### src/rtl/mflm_pkg.sv
// Shared constants of the metering front end line monitor
package mflm_pkg;

    ////////////////////////////////////////////////////////////////////////
    // Clock
    localparam int CLK_HZ = 25_000_000;
    localparam logic [1:0] SAMP_PH_LAST = 2'h3;

    ////////////////////////////////////////////////////////////////////////
    // Register map (byte addresses)
    localparam int ADR_W = 8;
    localparam logic [7:0] ADR_CTRL = 8'h00;
    localparam logic [7:0] ADR_KV = 8'h04;
    localparam logic [7:0] ADR_STAT = 8'h08;
    localparam logic [7:0] ADR_MASK = 8'h0C;
    localparam logic [7:0] ADR_LIVE = 8'h10;
    localparam logic [7:0] ADR_VOLT = 8'h14;
    localparam logic [7:0] ADR_CURR = 8'h18;
    localparam logic [7:0] ADR_PER = 8'h1C;

    // Control fields
    localparam int CTRL_W = 4;
    localparam int CTRL_SEL_LSB = 0;
    localparam int CTRL_XG_BIT = 2;
    localparam int CTRL_DUAL_BIT = 3;
    localparam logic [3:0] CTRL_RST = 4'h0;

    // Voltage calibrator, 1.0 = 0x400, range 0.875 .. 1.000
    localparam int KV_W = 11;
    localparam logic [10:0] KV_MIN = 11'h380;
    localparam logic [10:0] KV_MAX = 11'h400;
    localparam logic [10:0] KV_RST = 11'h400;

    // Interrupt bits
    localparam int IRQ_W = 4;
    localparam int IRQ_BFR_SET = 0;
    localparam int IRQ_BFR_CLR = 1;
    localparam int IRQ_RESULT = 2;
    localparam int IRQ_PULSE = 3;
    localparam logic [3:0] MASK_RST = 4'h0;

    ////////////////////////////////////////////////////////////////////////
    // Decimation
    localparam int OSR_LOG = 9;
    localparam int VOLT_W = 11;
    localparam int CURR_W = 16;
    localparam int VOLT_PRE_SHL = 0;
    localparam int CURR_PRE_SHL = 7;
    localparam logic [9:0] GAIN_NUM = 10'h101;
    localparam int GAIN_V_SHR = 8;
    localparam int GAIN_I_SHR = 9;
    localparam int DC_SHIFT = 6;

    ////////////////////////////////////////////////////////////////////////
    // Current gain codes and sensor selects
    localparam logic [5:0] GAIN_8 = 6'h08;
    localparam logic [5:0] GAIN_16 = 6'h10;
    localparam logic [5:0] GAIN_24 = 6'h18;
    localparam logic [5:0] GAIN_32 = 6'h20;
    localparam logic [1:0] SEL_CT = 2'h2;
    localparam logic [1:0] SEL_SHUNT = 2'h3;

    ////////////////////////////////////////////////////////////////////////
    // Period monitor, counts of system clock cycles
    localparam int PER_W = 18;
    localparam int PER_LONG_CYC = 2 ** 17;
    localparam int PER_SHORT_CYC = 2 ** 15;
    localparam logic [1:0] SHORT_REPEAT = 2'h3;

    // Peak code * Kv(x1024) at the RMS error threshold
    localparam logic [21:0] RMS_ON_CT = 22'h005C2E;
    localparam logic [21:0] RMS_ON_ROGO = 22'h005C66;

    ////////////////////////////////////////////////////////////////////////
    // Energy pulses and channel multiplexing
    localparam int MUX_LEN = 64;
    localparam logic [31:0] PULSE_THR = 32'h0100_0000;
    localparam logic [7:0] PULSE_CYC = 8'hFF;

endpackage

### src/rtl/mflm_decim.sv
// Sigma-delta decimator with fixed gain and DC offset removal
`timescale 1ns/1ps
module mflm_decim
    import mflm_pkg::*;
#(
    parameter int OUT_W = 11,
    parameter int PRE_SHL = 0,
    parameter int GAIN_SHR = 8
) (
    input wire logic clk_i,
    input wire logic rst_i,
    input wire logic samp_en_i,
    input wire logic bit_i,
    output logic signed [OUT_W-1:0] res_o,
    output logic valid_o
);

    localparam int RAW_W = OSR_LOG + 2;
    localparam int PW = RAW_W + PRE_SHL + 11;
    localparam int DW = PW + DC_SHIFT;
    localparam logic signed [PW-1:0] OUT_MAX = PW'((2 ** (OUT_W - 1)) - 1);
    localparam logic signed [PW-1:0] OUT_MIN = -OUT_MAX - PW'(1);

    logic [OSR_LOG-1:0] cnt_r;
    logic signed [RAW_W-1:0] acc_r;
    logic signed [RAW_W-1:0] acc_nxt;
    logic signed [RAW_W-1:0] raw_r;
    logic raw_v_r;
    logic signed [PW-1:0] scaled;
    logic signed [PW-1:0] diff;
    logic signed [DW-1:0] dc_r;

    ////////////////////////////////////////////////////////////////////////
    // Integrate and dump
    always_comb begin
        acc_nxt = bit_i ? acc_r + RAW_W'(1) : acc_r - RAW_W'(1);
    end

    always_ff @(posedge clk_i) begin
        if (rst_i) begin
            cnt_r <= '0;
            acc_r <= '0;
            raw_r <= '0;
            raw_v_r <= 1'b0;
        end else begin
            raw_v_r <= 1'b0;
            if (samp_en_i) begin
                cnt_r <= cnt_r + OSR_LOG'(1);
                if (&cnt_r) begin
                    raw_r <= acc_nxt;
                    raw_v_r <= 1'b1;
                    acc_r <= '0;
                end else begin
                    acc_r <= acc_nxt;
                end
            end
        end
    end

    ////////////////////////////////////////////////////////////////////////
    // Fixed gain, DC removal, saturation
    always_comb begin
        scaled = ((PW'(raw_r) <<< PRE_SHL) * $signed({1'b0, GAIN_NUM})) >>> GAIN_SHR;
        diff = scaled - PW'(dc_r >>> DC_SHIFT);
    end

    always_ff @(posedge clk_i) begin
        if (rst_i) begin
            dc_r <= '0;
            res_o <= '0;
            valid_o <= 1'b0;
        end else begin
            valid_o <= raw_v_r;
            if (raw_v_r) begin
                dc_r <= dc_r + DW'(scaled) - (dc_r >>> DC_SHIFT);
                if (diff > OUT_MAX) begin
                    res_o <= OUT_MAX[OUT_W-1:0];
                end else if (diff < OUT_MIN) begin
                    res_o <= OUT_MIN[OUT_W-1:0];
                end else begin
                    res_o <= diff[OUT_W-1:0];
                end
            end
        end
    end

endmodule

### src/rtl/mflm_top.sv
// Metering front end: decimation, gain decode, line period and level monitor
//
// Contract
// - Single channel: gain 8/16/24/32 from select and extra bit; CT 8, shunt 32.
// - Dual channel: select 3 gives primary 8, secondary 32; else equal gains.
// - Dual channel: primary and secondary current share one path, alternately.
// - Bitstreams are sampled at a quarter of the system clock.
// - Decimation gain is 1.004 for voltage and 64.25 for current.
// - Results are 11 bits for voltage and 16 bits for current.
// - DC offset is removed automatically from both channels.
// - Peak pulse per positive voltage peak; count clocks between its trailing edges.
// - Range error at once when period exceeds long limit or counting stalls.
// - Range error for too short periods only after three in a row.
// - Range error when voltage RMS falls below the sensor-dependent threshold.
// - RMS-caused error clears only above twice the threshold.
// - During range error: no power accumulation, stepper and pulse outputs low.
// - Voltage calibrator covers 0.875 to 1.000.
`timescale 1ns/1ps
module mflm_top
    import mflm_pkg::*;
#(
    parameter int PER_LONG = PER_LONG_CYC,
    parameter int PER_SHORT = PER_SHORT_CYC,
    parameter int MUX_OUTPUTS = MUX_LEN
) (
    input wire logic clk_i,
    input wire logic rst_i,
    input wire logic wb_cyc_i,
    input wire logic wb_stb_i,
    input wire logic wb_we_i,
    input wire logic [ADR_W-1:0] wb_adr_i,
    input wire logic [3:0] wb_sel_i,
    input wire logic [31:0] wb_dat_i,
    output logic [31:0] wb_dat_o,
    output logic wb_ack_o,
    input wire logic sd_volt_i,
    input wire logic sd_curr_i,
    output logic samp_clk_o,
    output logic cur_sel_o,
    output logic [5:0] pga_gain_o,
    output logic base_freq_range_error_o,
    output logic stepper_drive_pos_o,
    output logic stepper_drive_neg_o,
    output logic pulse_o,
    output logic irq_o
);

    logic [1:0] volt_sync_r;
    logic [1:0] curr_sync_r;
    logic [1:0] ph_r;
    logic samp_en_r;
    logic [CTRL_W-1:0] ctrl_r;
    logic [KV_W-1:0] kv_r;
    logic [IRQ_W-1:0] stat_r;
    logic [IRQ_W-1:0] mask_r;
    logic [IRQ_W-1:0] ev;
    logic [31:0] wmask;
    logic [31:0] rdata;
    logic wr_stb;
    logic signed [VOLT_W-1:0] volt_res;
    logic signed [CURR_W-1:0] curr_res;
    logic volt_v;
    logic curr_v;
    logic [1:0] gsel;
    logic xg;
    logic dual;
    logic [5:0] gain_nxt;
    logic [$clog2(MUX_OUTPUTS)-1:0] mux_cnt_r;
    logic settle_r;
    logic signed [VOLT_W-1:0] vprev_r;
    logic rising_r;
    logic peak_r;
    logic peak_q_r;
    logic trail;
    logic [PER_W-1:0] per_cnt_r;
    logic [PER_W-1:0] per_last_r;
    logic [1:0] short_run_r;
    logic low_err_r;
    logic high_err_r;
    logic rms_err_r;
    logic [VOLT_W-2:0] vpk_run_r;
    logic [VOLT_W-2:0] vpk_r;
    logic [21:0] rms_prod;
    logic [21:0] rms_thr;
    logic bfr_nxt;
    logic bfr_q_r;
    logic signed [31:0] pacc_r;
    logic signed [31:0] pacc_sum;
    logic [7:0] pulse_cnt_r;
    logic phase_r;
    logic pulse_start;

    ////////////////////////////////////////////////////////////////////////
    // Input synchronisers and sampling strobe
    always_ff @(posedge clk_i) begin
        if (rst_i) begin
            volt_sync_r <= 2'h0;
            curr_sync_r <= 2'h0;
        end else begin
            volt_sync_r <= {volt_sync_r[0], sd_volt_i};
            curr_sync_r <= {curr_sync_r[0], sd_curr_i};
        end
    end

    always_ff @(posedge clk_i) begin
        if (rst_i) begin
            ph_r <= 2'h0;
            samp_en_r <= 1'b0;
            samp_clk_o <= 1'b0;
        end else begin
            ph_r <= ph_r + 2'h1;
            samp_en_r <= (ph_r == SAMP_PH_LAST);
            samp_clk_o <= ph_r[1];
        end
    end

    ////////////////////////////////////////////////////////////////////////
    // decimators
    mflm_decim #(.OUT_W(VOLT_W), .PRE_SHL(VOLT_PRE_SHL), .GAIN_SHR(GAIN_V_SHR)) u_volt (
        .clk_i(clk_i),
        .rst_i(rst_i),
        .samp_en_i(samp_en_r),
        .bit_i(volt_sync_r[1]),
        .res_o(volt_res),
        .valid_o(volt_v)
    );

    mflm_decim #(.OUT_W(CURR_W), .PRE_SHL(CURR_PRE_SHL), .GAIN_SHR(GAIN_I_SHR)) u_curr (
        .clk_i(clk_i),
        .rst_i(rst_i),
        .samp_en_i(samp_en_r),
        .bit_i(curr_sync_r[1]),
        .res_o(curr_res),
        .valid_o(curr_v)
    );

    ////////////////////////////////////////////////////////////////////////
    // Gain decode
    assign gsel = ctrl_r[CTRL_SEL_LSB+:2];
    assign xg = ctrl_r[CTRL_XG_BIT];
    assign dual = ctrl_r[CTRL_DUAL_BIT];

    always_comb begin
        case (gsel)
            2'h0: gain_nxt = xg ? GAIN_16 : GAIN_8;
            2'h1: gain_nxt = xg ? GAIN_32 : GAIN_24;
            SEL_CT: gain_nxt = GAIN_8;
            SEL_SHUNT: gain_nxt = (dual && !cur_sel_o) ? GAIN_8 : GAIN_32;
            default: gain_nxt = GAIN_8;
        endcase
    end

    always_ff @(posedge clk_i) begin
        if (rst_i) begin
            pga_gain_o <= GAIN_8;
        end else begin
            pga_gain_o <= gain_nxt;
        end
    end

    always_ff @(posedge clk_i) begin
        if (rst_i) begin
            mux_cnt_r <= '0;
            cur_sel_o <= 1'b0;
            settle_r <= 1'b0;
        end else if (!dual) begin
            mux_cnt_r <= '0;
            cur_sel_o <= 1'b0;
            settle_r <= 1'b0;
        end else if (curr_v) begin
            settle_r <= 1'b0;
            mux_cnt_r <= mux_cnt_r + 1'b1;
            if (mux_cnt_r == ($clog2(MUX_OUTPUTS))'(MUX_OUTPUTS - 1)) begin
                mux_cnt_r <= '0;
                cur_sel_o <= ~cur_sel_o;
                settle_r <= 1'b1;
            end
        end
    end

    ////////////////////////////////////////////////////////////////////////
    // positive peak pulse
    always_ff @(posedge clk_i) begin
        if (rst_i) begin
            vprev_r <= '0;
            rising_r <= 1'b0;
            peak_r <= 1'b0;
            peak_q_r <= 1'b0;
        end else begin
            peak_q_r <= peak_r;
            peak_r <= volt_v && rising_r && (volt_res < vprev_r) && (vprev_r > 0);
            if (volt_v) begin
                vprev_r <= volt_res;
                rising_r <= volt_res > vprev_r;
            end
        end
    end

    assign trail = peak_q_r && !peak_r;

    always_ff @(posedge clk_i) begin
        if (rst_i) begin
            per_cnt_r <= '0;
            per_last_r <= '0;
        end else if (trail) begin
            per_last_r <= per_cnt_r;
            per_cnt_r <= PER_W'(1);
        end else if (per_cnt_r <= PER_W'(PER_LONG)) begin
            per_cnt_r <= per_cnt_r + PER_W'(1);
        end
    end

    always_ff @(posedge clk_i) begin
        if (rst_i) begin
            low_err_r <= 1'b0;
        end else if (per_cnt_r > PER_W'(PER_LONG)) begin
            low_err_r <= 1'b1;
        end else if (trail) begin
            low_err_r <= 1'b0;
        end
    end

    // three short periods in a row
    always_ff @(posedge clk_i) begin
        if (rst_i) begin
            short_run_r <= 2'h0;
            high_err_r <= 1'b0;
        end else if (trail) begin
            if (per_cnt_r < PER_W'(PER_SHORT)) begin
                if (short_run_r != SHORT_REPEAT) begin
                    short_run_r <= short_run_r + 2'h1;
                end
                high_err_r <= short_run_r >= (SHORT_REPEAT - 2'h1);
            end else begin
                short_run_r <= 2'h0;
                high_err_r <= 1'b0;
            end
        end
    end

    ////////////////////////////////////////////////////////////////////////
    // Line level: peak per period scaled by calibrator
    always_ff @(posedge clk_i) begin
        if (rst_i) begin
            vpk_run_r <= '0;
            vpk_r <= '0;
        end else if (trail) begin
            vpk_r <= vpk_run_r;
            vpk_run_r <= '0;
        end else if (volt_v && !volt_res[VOLT_W-1] && (volt_res[VOLT_W-2:0] > vpk_run_r)) begin
            vpk_run_r <= volt_res[VOLT_W-2:0];
        end
    end

    assign rms_prod = 22'(vpk_r) * 22'(kv_r);
    assign rms_thr = (gsel >= SEL_CT) ? RMS_ON_CT : RMS_ON_ROGO;

    always_ff @(posedge clk_i) begin
        if (rst_i) begin
            rms_err_r <= 1'b0;
        end else if (trail) begin
            if (rms_prod < rms_thr) begin
                rms_err_r <= 1'b1;
            end else if (rms_prod > (rms_thr << 1)) begin
                rms_err_r <= 1'b0;
            end
        end
    end

    assign bfr_nxt = low_err_r || high_err_r || rms_err_r;

    always_ff @(posedge clk_i) begin
        if (rst_i) begin
            bfr_q_r <= 1'b0;
            base_freq_range_error_o <= 1'b0;
        end else begin
            bfr_q_r <= bfr_nxt;
            base_freq_range_error_o <= bfr_nxt;
        end
    end

    ////////////////////////////////////////////////////////////////////////
    // Energy accumulation and output pulses
    assign pacc_sum = pacc_r + 32'(volt_res * curr_res);
    assign pulse_start = curr_v && !settle_r && (pacc_sum >= $signed(PULSE_THR));

    always_ff @(posedge clk_i) begin
        if (rst_i || bfr_nxt) begin
            pacc_r <= '0;
        end else if (curr_v && !settle_r) begin
            if (pulse_start) begin
                pacc_r <= pacc_sum - $signed(PULSE_THR);
            end else if (pacc_sum < 0) begin
                pacc_r <= '0;
            end else begin
                pacc_r <= pacc_sum;
            end
        end
    end

    always_ff @(posedge clk_i) begin
        if (rst_i || bfr_nxt) begin
            pulse_cnt_r <= 8'h00;
            phase_r <= 1'b0;
            pulse_o <= 1'b0;
            stepper_drive_pos_o <= 1'b0;
            stepper_drive_neg_o <= 1'b0;
        end else if (pulse_start) begin
            pulse_cnt_r <= PULSE_CYC;
            phase_r <= ~phase_r;
            pulse_o <= 1'b1;
            stepper_drive_pos_o <= !phase_r;
            stepper_drive_neg_o <= phase_r;
        end else if (pulse_cnt_r != 8'h00) begin
            pulse_cnt_r <= pulse_cnt_r - 8'h01;
            if (pulse_cnt_r == 8'h01) begin
                pulse_o <= 1'b0;
                stepper_drive_pos_o <= 1'b0;
                stepper_drive_neg_o <= 1'b0;
            end
        end
    end

    ////////////////////////////////////////////////////////////////////////
    // Wishbone slave
    assign wr_stb = wb_cyc_i && wb_stb_i && wb_we_i && !wb_ack_o;

    always_comb begin
        for (int b = 0; b < 4; b++) begin
            wmask[8*b+:8] = {8{wb_sel_i[b]}};
        end
    end

    always_ff @(posedge clk_i) begin
        if (rst_i) begin
            wb_ack_o <= 1'b0;
            wb_dat_o <= 32'h0000_0000;
        end else begin
            wb_ack_o <= wb_cyc_i && wb_stb_i && !wb_ack_o;
            wb_dat_o <= rdata;
        end
    end

    always_comb begin
        case (wb_adr_i)
            ADR_CTRL: rdata = 32'(ctrl_r);
            ADR_KV: rdata = 32'(kv_r);
            ADR_STAT: rdata = 32'(stat_r);
            ADR_MASK: rdata = 32'(mask_r);
            ADR_LIVE: rdata = {16'h0000, 2'h0, pga_gain_o, 3'h0, cur_sel_o,
                               rms_err_r, high_err_r, low_err_r, bfr_q_r};
            ADR_VOLT: rdata = 32'(volt_res);
            ADR_CURR: rdata = 32'(curr_res);
            ADR_PER: rdata = 32'(per_last_r);
            default: rdata = 32'h0000_0000;
        endcase
    end

    always_ff @(posedge clk_i) begin
        if (rst_i) begin
            ctrl_r <= CTRL_RST;
            mask_r <= MASK_RST;
        end else if (wr_stb && wb_adr_i == ADR_CTRL) begin
            ctrl_r <= (ctrl_r & ~wmask[CTRL_W-1:0]) | (wb_dat_i[CTRL_W-1:0] & wmask[CTRL_W-1:0]);
        end else if (wr_stb && wb_adr_i == ADR_MASK) begin
            mask_r <= (mask_r & ~wmask[IRQ_W-1:0]) | (wb_dat_i[IRQ_W-1:0] & wmask[IRQ_W-1:0]);
        end
    end

    always_ff @(posedge clk_i) begin
        if (rst_i) begin
            kv_r <= KV_RST;
        end else if (wr_stb && wb_adr_i == ADR_KV && wb_sel_i[0] && wb_sel_i[1]) begin
            if (wb_dat_i[KV_W-1:0] < KV_MIN) begin
                kv_r <= KV_MIN;
            end else if (wb_dat_i[KV_W-1:0] > KV_MAX) begin
                kv_r <= KV_MAX;
            end else begin
                kv_r <= wb_dat_i[KV_W-1:0];
            end
        end
    end

    ////////////////////////////////////////////////////////////////////////
    // Interrupt status, set wins over clear
    assign ev[IRQ_BFR_SET] = bfr_nxt && !bfr_q_r;
    assign ev[IRQ_BFR_CLR] = !bfr_nxt && bfr_q_r;
    assign ev[IRQ_RESULT] = curr_v;
    assign ev[IRQ_PULSE] = pulse_start && !bfr_nxt;

    always_ff @(posedge clk_i) begin
        if (rst_i) begin
            stat_r <= '0;
        end else if (wr_stb && wb_adr_i == ADR_STAT) begin
            stat_r <= (stat_r & ~(wb_dat_i[IRQ_W-1:0] & wmask[IRQ_W-1:0])) | ev;
        end else begin
            stat_r <= stat_r | ev;
        end
    end

    always_ff @(posedge clk_i) begin
        if (rst_i) begin
            irq_o <= 1'b0;
        end else begin
            irq_o <= |(stat_r & mask_r);
        end
    end

endmodule

### config.mk
export PLATFORM = sky130hd
export DESIGN_NAME = mflm_top
export DESIGN_NICKNAME = d
export VERILOG_FILES = /design/src/rtl/mflm_pkg.sv /design/src/rtl/mflm_decim.sv /design/src/rtl/mflm_top.sv
export SDC_FILE = /design/constraint.sdc
export NUM_CORES = 2
export LEC_CHECK = 0
export BUFFER_PORTS_ARGS = -buffer_cell sky130_fd_sc_hd__buf_2
export CAP_MARGIN = 20
export CELL_PAD_IN_SITES_DETAIL_PLACEMENT = 1
export CELL_PAD_IN_SITES_GLOBAL_PLACEMENT = 1
export CORE_ASPECT_RATIO = 1.5
export CORE_MARGIN = 5
export CORE_UTILIZATION = 50
export DETAILED_ROUTE_END_ITERATION = 6
export HOLD_SLACK_MARGIN = 0.02
export PLACE_DENSITY_LB_ADDON = 0.08
export SYNTH_ARGS = -nofsm -noshare
export SYNTH_HDL_FRONTEND = slang
export SYNTH_HIERARCHICAL = 1
export SYNTH_SLANG_ARGS = --single-unit
export TNS_END_PERCENT = 10
### constraint.sdc
create_clock -name clk_i -period 9.85 [get_ports clk_i]
set_clock_uncertainty 0.1 [all_clocks]
set_input_delay 2.4625 -clock clk_i [delete_from_list [all_inputs] [get_ports clk_i]]
set_output_delay 2.4625 -clock clk_i [all_outputs]
set_load 0.02 [all_outputs]
## Word-level counts from Yosys, hierarchy flattened

Cells that the tools add are included.

| operators by class | value |
|---|---|
| $add $sub $neg | 19 |
| multipliers | 4 |
| $lt $le $gt $ge | 19 |
| equal/unequal tests | 15 |
| multiplexer cells | 39 |
| bitwise gates (word level) | 16 |
| reductions and logical operators | 54 |

Operators by type and width:

| cell | number |
|---|---|
| 32-bit case mux with 8 select lines | 1 |
| 11-bit 2-to-1 mux | 8 |
| 32-bit 2-to-1 mux | 2 |
| 11-bit by 10-bit multiplier with 21-bit output, second input constant | 2 |
| 35-bit by 19-bit adder with 35-bit output | 1 |
| 35-bit by 29-bit subtractor with 35-bit output | 1 |
| 32-bit by 27-bit adder with 32-bit output | 1 |
| 8-bit by 5-bit equality test with 1-bit output, second input constant | 4 |
| 32-bit by 26-bit greater-or-equal comparator with 1-bit output, second input constant | 1 |
| 32-bit by 1-bit less-than comparator with 1-bit output, second input constant | 1 |
| 16-bit 2-to-1 mux | 2 |
| 32-bit by 26-bit subtractor with 32-bit output, second input constant | 1 |
| 29-bit by 16-bit greater-than comparator with 1-bit output, second input constant | 1 |
| 29-bit by 16-bit less-than comparator with 1-bit output, second input constant | 1 |
| 19-bit by 29-bit subtractor with 29-bit output | 1 |
| 28-bit by 13-bit adder with 28-bit output | 1 |
| 28-bit by 22-bit subtractor with 28-bit output | 1 |
| 11-bit by 16-bit multiplier with 27-bit output | 1 |
| 6-bit case mux with 4 select lines | 1 |
| 11-bit by 2-bit adder with 11-bit output, second input constant | 2 |
| 22-bit by 11-bit greater-than comparator with 1-bit output, second input constant | 1 |
| 1-bit logical AND | 22 |
| 22-bit by 11-bit less-than comparator with 1-bit output, second input constant | 1 |
| 11-bit by 2-bit subtractor with 11-bit output, second input constant | 2 |
| other kinds (49) | 106 |

| word-level totals | value |
|---|---|
| flip-flop bits (word level) | 355 |
| input bits | 51 |
| output and inout port bits | 46 |

## Longest topological paths before layout

| depth | value |
|---|---|
| depth after elaboration | 7 |
| gate-level depth with buffers | 30 |

## By module

The synthesis kept the hierarchy.

Modules (own cells, without submodules):

| module | times used | cells an instance | area an instance (um^2) | sequential area each (um^2) |
|---|---|---|---|---|
| mflm_top | 1 | 2346 | 20229.4 | 3663.5 |
| mflm_decim (u_curr) | 1 | 1021 | 8484.4 | 1681.6 |
| mflm_decim (u_volt) | 1 | 779 | 6526.3 | 1441.4 |

## Worst setup path after synthesis

Ideal clock, no wire load.

| path | value |
|---|---|
| path kind | reg2reg |
| start point | register u_volt.res_o[2] |
| end point | register pacc_r[30] |
| setup time | 0.068 ns |
| data arrival time | 7.143 ns |
| setup slack | 2.538 ns |
| stages on the path, launching flop included | 31 |
| buffers on the path | 3 |
| clock period less this slack | 7.312 ns |
| path through | dfxtp_1 > clkbuf_1 > clkbuf_1 > nand2_1 > inv_1 > fa_1 > inv_1 > fa_1 > inv_1 > fa_1 > fa_1 > inv_1 > fa_1 > inv_1 > ha_1 > clkbuf_1 > a21oi_1 > nand2_1 > o41ai_1 > or4_1 > and2_1 > ha_1 > nand2_1 > nor3_1 > nand3_1 > nor4_1 > and3_1 > nand4_2 > or4_1 > mux2_2 > o21ai_2 |

| between the ends | value |
|---|---|
| longest elaborated chain between the ends | 5 |

Ends and longest elaborated chain:

| what | line | RTL |
|---|---|---|
| start: declaration | mflm_decim.sv:14 | `output logic signed [OUT_W-1:0] res_o,` |
| start signal: assignment | mflm_decim.sv:77 | `res_o <= OUT_MAX[OUT_W-1:0];` |
| start signal: assignment | mflm_decim.sv:79 | `res_o <= OUT_MIN[OUT_W-1:0];` |
| start signal: assignment | mflm_decim.sv:81 | `res_o <= diff[OUT_W-1:0];` |
| 11-bit by 16-bit multiplier with 27-bit output (*) | mflm_top.sv:284 | `assign pacc_sum = pacc_r + 32'(volt_res * curr_res);` |
| 32-bit by 27-bit adder with 32-bit output (*) | mflm_top.sv:284 |  |
| 32-bit by 1-bit less-than comparator with 1-bit output / 32-bit by 26-bit greater-or-equal comparator with 1-bit output (equally long branches) | mflm_top.sv:293, mflm_top.sv:285 |  |
| 32-bit 2-to-1 mux / 1-bit logical AND (equally long branches) | mflm_top.sv:293, mflm_top.sv:285 |  |
| 32-bit 2-to-1 mux (*) | mflm_top.sv:291 | `if (pulse_start) begin` |
| end signal: assignment | mflm_top.sv:292 | `pacc_r <= pacc_sum - $signed(PULSE_THR);` |
| end signal: assignment | mflm_top.sv:296 | `pacc_r <= pacc_sum;` |
| end: declaration | mflm_top.sv:87 | `logic signed [31:0] pacc_r;` |

Mark *: on every way between the ends. The rest lies on a longest branch, timed or not.
A chain may end at the register's enable or synchronous reset.

## Final worst setup path

| path | value |
|---|---|
| start point | register u_curr.res_o[15] |
| end point | register stepper_drive_pos_o |

| between the ends | value |
|---|---|
| longest elaborated chain between the ends | 6 |

Ends and longest elaborated chain:

| what | line | RTL |
|---|---|---|
| start: declaration | mflm_decim.sv:14 |  |
| start signal: assignment | mflm_decim.sv:77 |  |
| start signal: assignment | mflm_decim.sv:79 |  |
| start signal: assignment | mflm_decim.sv:81 |  |
| 11-bit by 16-bit multiplier with 27-bit output (*) | mflm_top.sv:284 |  |
| 32-bit by 27-bit adder with 32-bit output (*) | mflm_top.sv:284 |  |
| 32-bit by 26-bit greater-or-equal comparator with 1-bit output (*) | mflm_top.sv:285 | `assign pulse_start = curr_v && !settle_r && (pacc_sum >= $signed(PULSE_THR));` |
| 1-bit logical AND (*) | mflm_top.sv:285 |  |
| 2-bit nonzero test (no line) | n/a |  |
| 2-bit AND reduction (no line) | n/a |  |
| end signal: assignment | mflm_top.sv:312 | `stepper_drive_pos_o <= !phase_r;` |
| end: declaration | mflm_top.sv:42 | `output logic stepper_drive_pos_o,` |

Marked as above.

==> metrics.txt <==
Global Route met2 Usage between 50 and 60%; max-cap violations 0; Core Region ~70000 sq um; # DRC 0; Slew @ Worst Pin 0.973 ns; gr busiest metal met2; H-tree Lvls 2; # port buffers 70; die footprint 76000 sq um; register area share after synthesis 19.3%; placed wire-length estimate 77.1 mm; layout cells sized above 1 just over 6%; initial antenna violation count 2; area share of the largest cell type after synthesis 19.8%; io pins between 90 and 100; post-synthesis register bit count about 340; post-route insts no fill 5045; first-pass GRT wire length ~160 mm; Post-synth EDFFs 0; Synth Instances 4146; Synthesis Warnings 6; data arrival time of the worst path slightly below 9 ns; Main synth FF type dfxtp_1; fmax 121 MHz; Hold Buf Count CTS 0; critical path peak fanout 13; clock transition at the registers of the reported paths 0.06 ns; GRT Residual Overflow 0; TNS Setup 0 ns; Final #Nets 4855; WL/cell 19.4 microns; Worst Reg-to-Reg Cells 27; Crit Path Class flop to flop; WP buf/inv 5; global placement routability congestion 0.875; Worst Setup End Kind flop; M3 GR Usage 2.89%; placed cells 4975; Hold Path Depth 1; Slew HR 33.4%; Avg Cell Area, Syn 8.50 sq um; Die X ~230 microns; endpoints failing setup 0; most common cell after layout, fill and taps aside inv_1; diode count 0; site row count 119; Detailed Route Iter0 Violations 919; Crit. path cell count 27; CTS tree yes; post-layout min period 8.28 ns; Peak VDD IR 0.121 mV; Post-Route WL 98.0 mm; Final Hold Vio Count 0; # clock sinks between 300 and 400; Pre-antenna DRT Iters 5; synthesized area 35200 sq um; Crit-path slowest cell fa_1; largest net degree at the start of global routing approximately 140; Starting Density 50.3%; Cell variety after synth 109; Synth area leaders fa_1 20%, dfxtp_1 19%, ha_1 12%, inv_1 6.0%, nand2_1 4.1%; clock latency on the worst-skew pair slightly below 0.6 ns; WP data required 10.26 ns; total track usage 26.0%; Die Ht ~340 microns; clock tree buffer depth 3; crit path launch type flop; period utilization 84.1%; # resized after CTS 0; met1 usage 29.0%; TritonCTS buffer count 41; area leader, netlist fa_1; most frequent cells in the layout 564 x inv_1, 387 x nand2_1, 348 x fa_1; Setup Buffers After CTS 0; type of the tightest min-delay check flop to flop; status complete, no violations; PwrDens 87.2 nW/um^2; crit-path max cell delay 0.80 ns; unrepaired setup endpoints after global routing no; Area Growth Syn to Fin 6.98%; vias in the first global route roughly 32000; crit-path leading delay family adder cells; Slew Limit Fails 0; CTS root buf clkbuf_16; Synth async-reset ratio 0%; Vias 28834; post-route ant nets 0; Via density 5.72; Pleak 17.6 nW; internal reg-to-reg setup slack 1.57 ns
-- where the power goes --
part | internal (mW) | switching, mW
Combinational | 0.0805 | 0.121
Clock | 1.01 | 0.663
Sequential | 1.39 | 0.0184
Total | 2.48 | 0.803
-- flip-flops by register name, indices dropped and copies added (netlist names), 16 cells and up, named ones only --
signal        flops
wb_dat_o         19
u_curr/dc_r      35
per_last_r       18
u_curr/res_o     16
per_cnt_r        18
u_volt/dc_r      28
pacc_r           32
-- final timing paths --
kind                          to        startpoint
min                      ph_r[0]           ph_r[0]
max reg2reg  stepper_drive_pos_o  u_curr/res_o[15]
max          stepper_drive_pos_o  u_curr/res_o[15]
min reg2reg              ph_r[0]           ph_r[0]
-- cell usage after synthesis (all sizes together), types with 53 or more instances --
library cell	count
a22oi	71
fa	348
clkbuf	144
dfxtp	339
nor2	308
a21o	81
inv	564
xnor2	119
xor2	64
mux2i	73
nand2	398
and2	148
a211oi	53
nor3	66
a21oi	277
ha	344
o21ai	103
nand3	66
-- cells by family (layout without fill, tap and decap cells) --
family          Yosys count  count (layout)  synth area share [%]
flops                   339             339                  19.3
mux                      82              82                  2.36
xor+xnor                183             183                  4.55
simple gates           1254            1254                  17.3
other cells               1               3                0.0106
compound gates          842             842                  16.2
fa+ha+maj               692             692                  32.0
buf+inv                 753             743                  8.32
-- area by class of cell --
cell class,count,area [sq um]
fillers,8396,32400
multi-input cells,3056,25600
flip-flops and latches,339,6790
inverters,565,2120
well taps,907,1130
clock buffers,51,1110
repair buffers,109,673
clock inverters,18,317
-- metal layers --
metal	share of wire, %	vias to the layer above	wire [microns]
met5	0	-	0
met4	3.8	0	3690
met3	2.6	174	2520
met2	55	345	53600
met1	39	14545	38100
li1	-	13770	-
-- metrics by stage --
| step | power, mW | area [sq um] | hold WS [ns] | setup WS [ns] | utilization [%] |
|---|---|---|---|---|---|
| after global placement | 1.64 | 36300 | 0.318 | 1.69 | 51.7 |
| after floorplan | 1.59 | 35200 | 0.299 | 2.54 | - |
| after global routing | 3.41 | 37700 | 0.336 | 1.06 | 53.8 |
| final | 3.29 | 37700 | 0.329 | 1.57 | 53.8 |
| after CTS | 3.34 | 37700 | 0.336 | 1.46 | 53.7 |
| after detailed placement | 1.64 | 36300 | 0.326 | 1.54 | 51.7 |
Note: power is estimated with default switching activity, not from simulation.
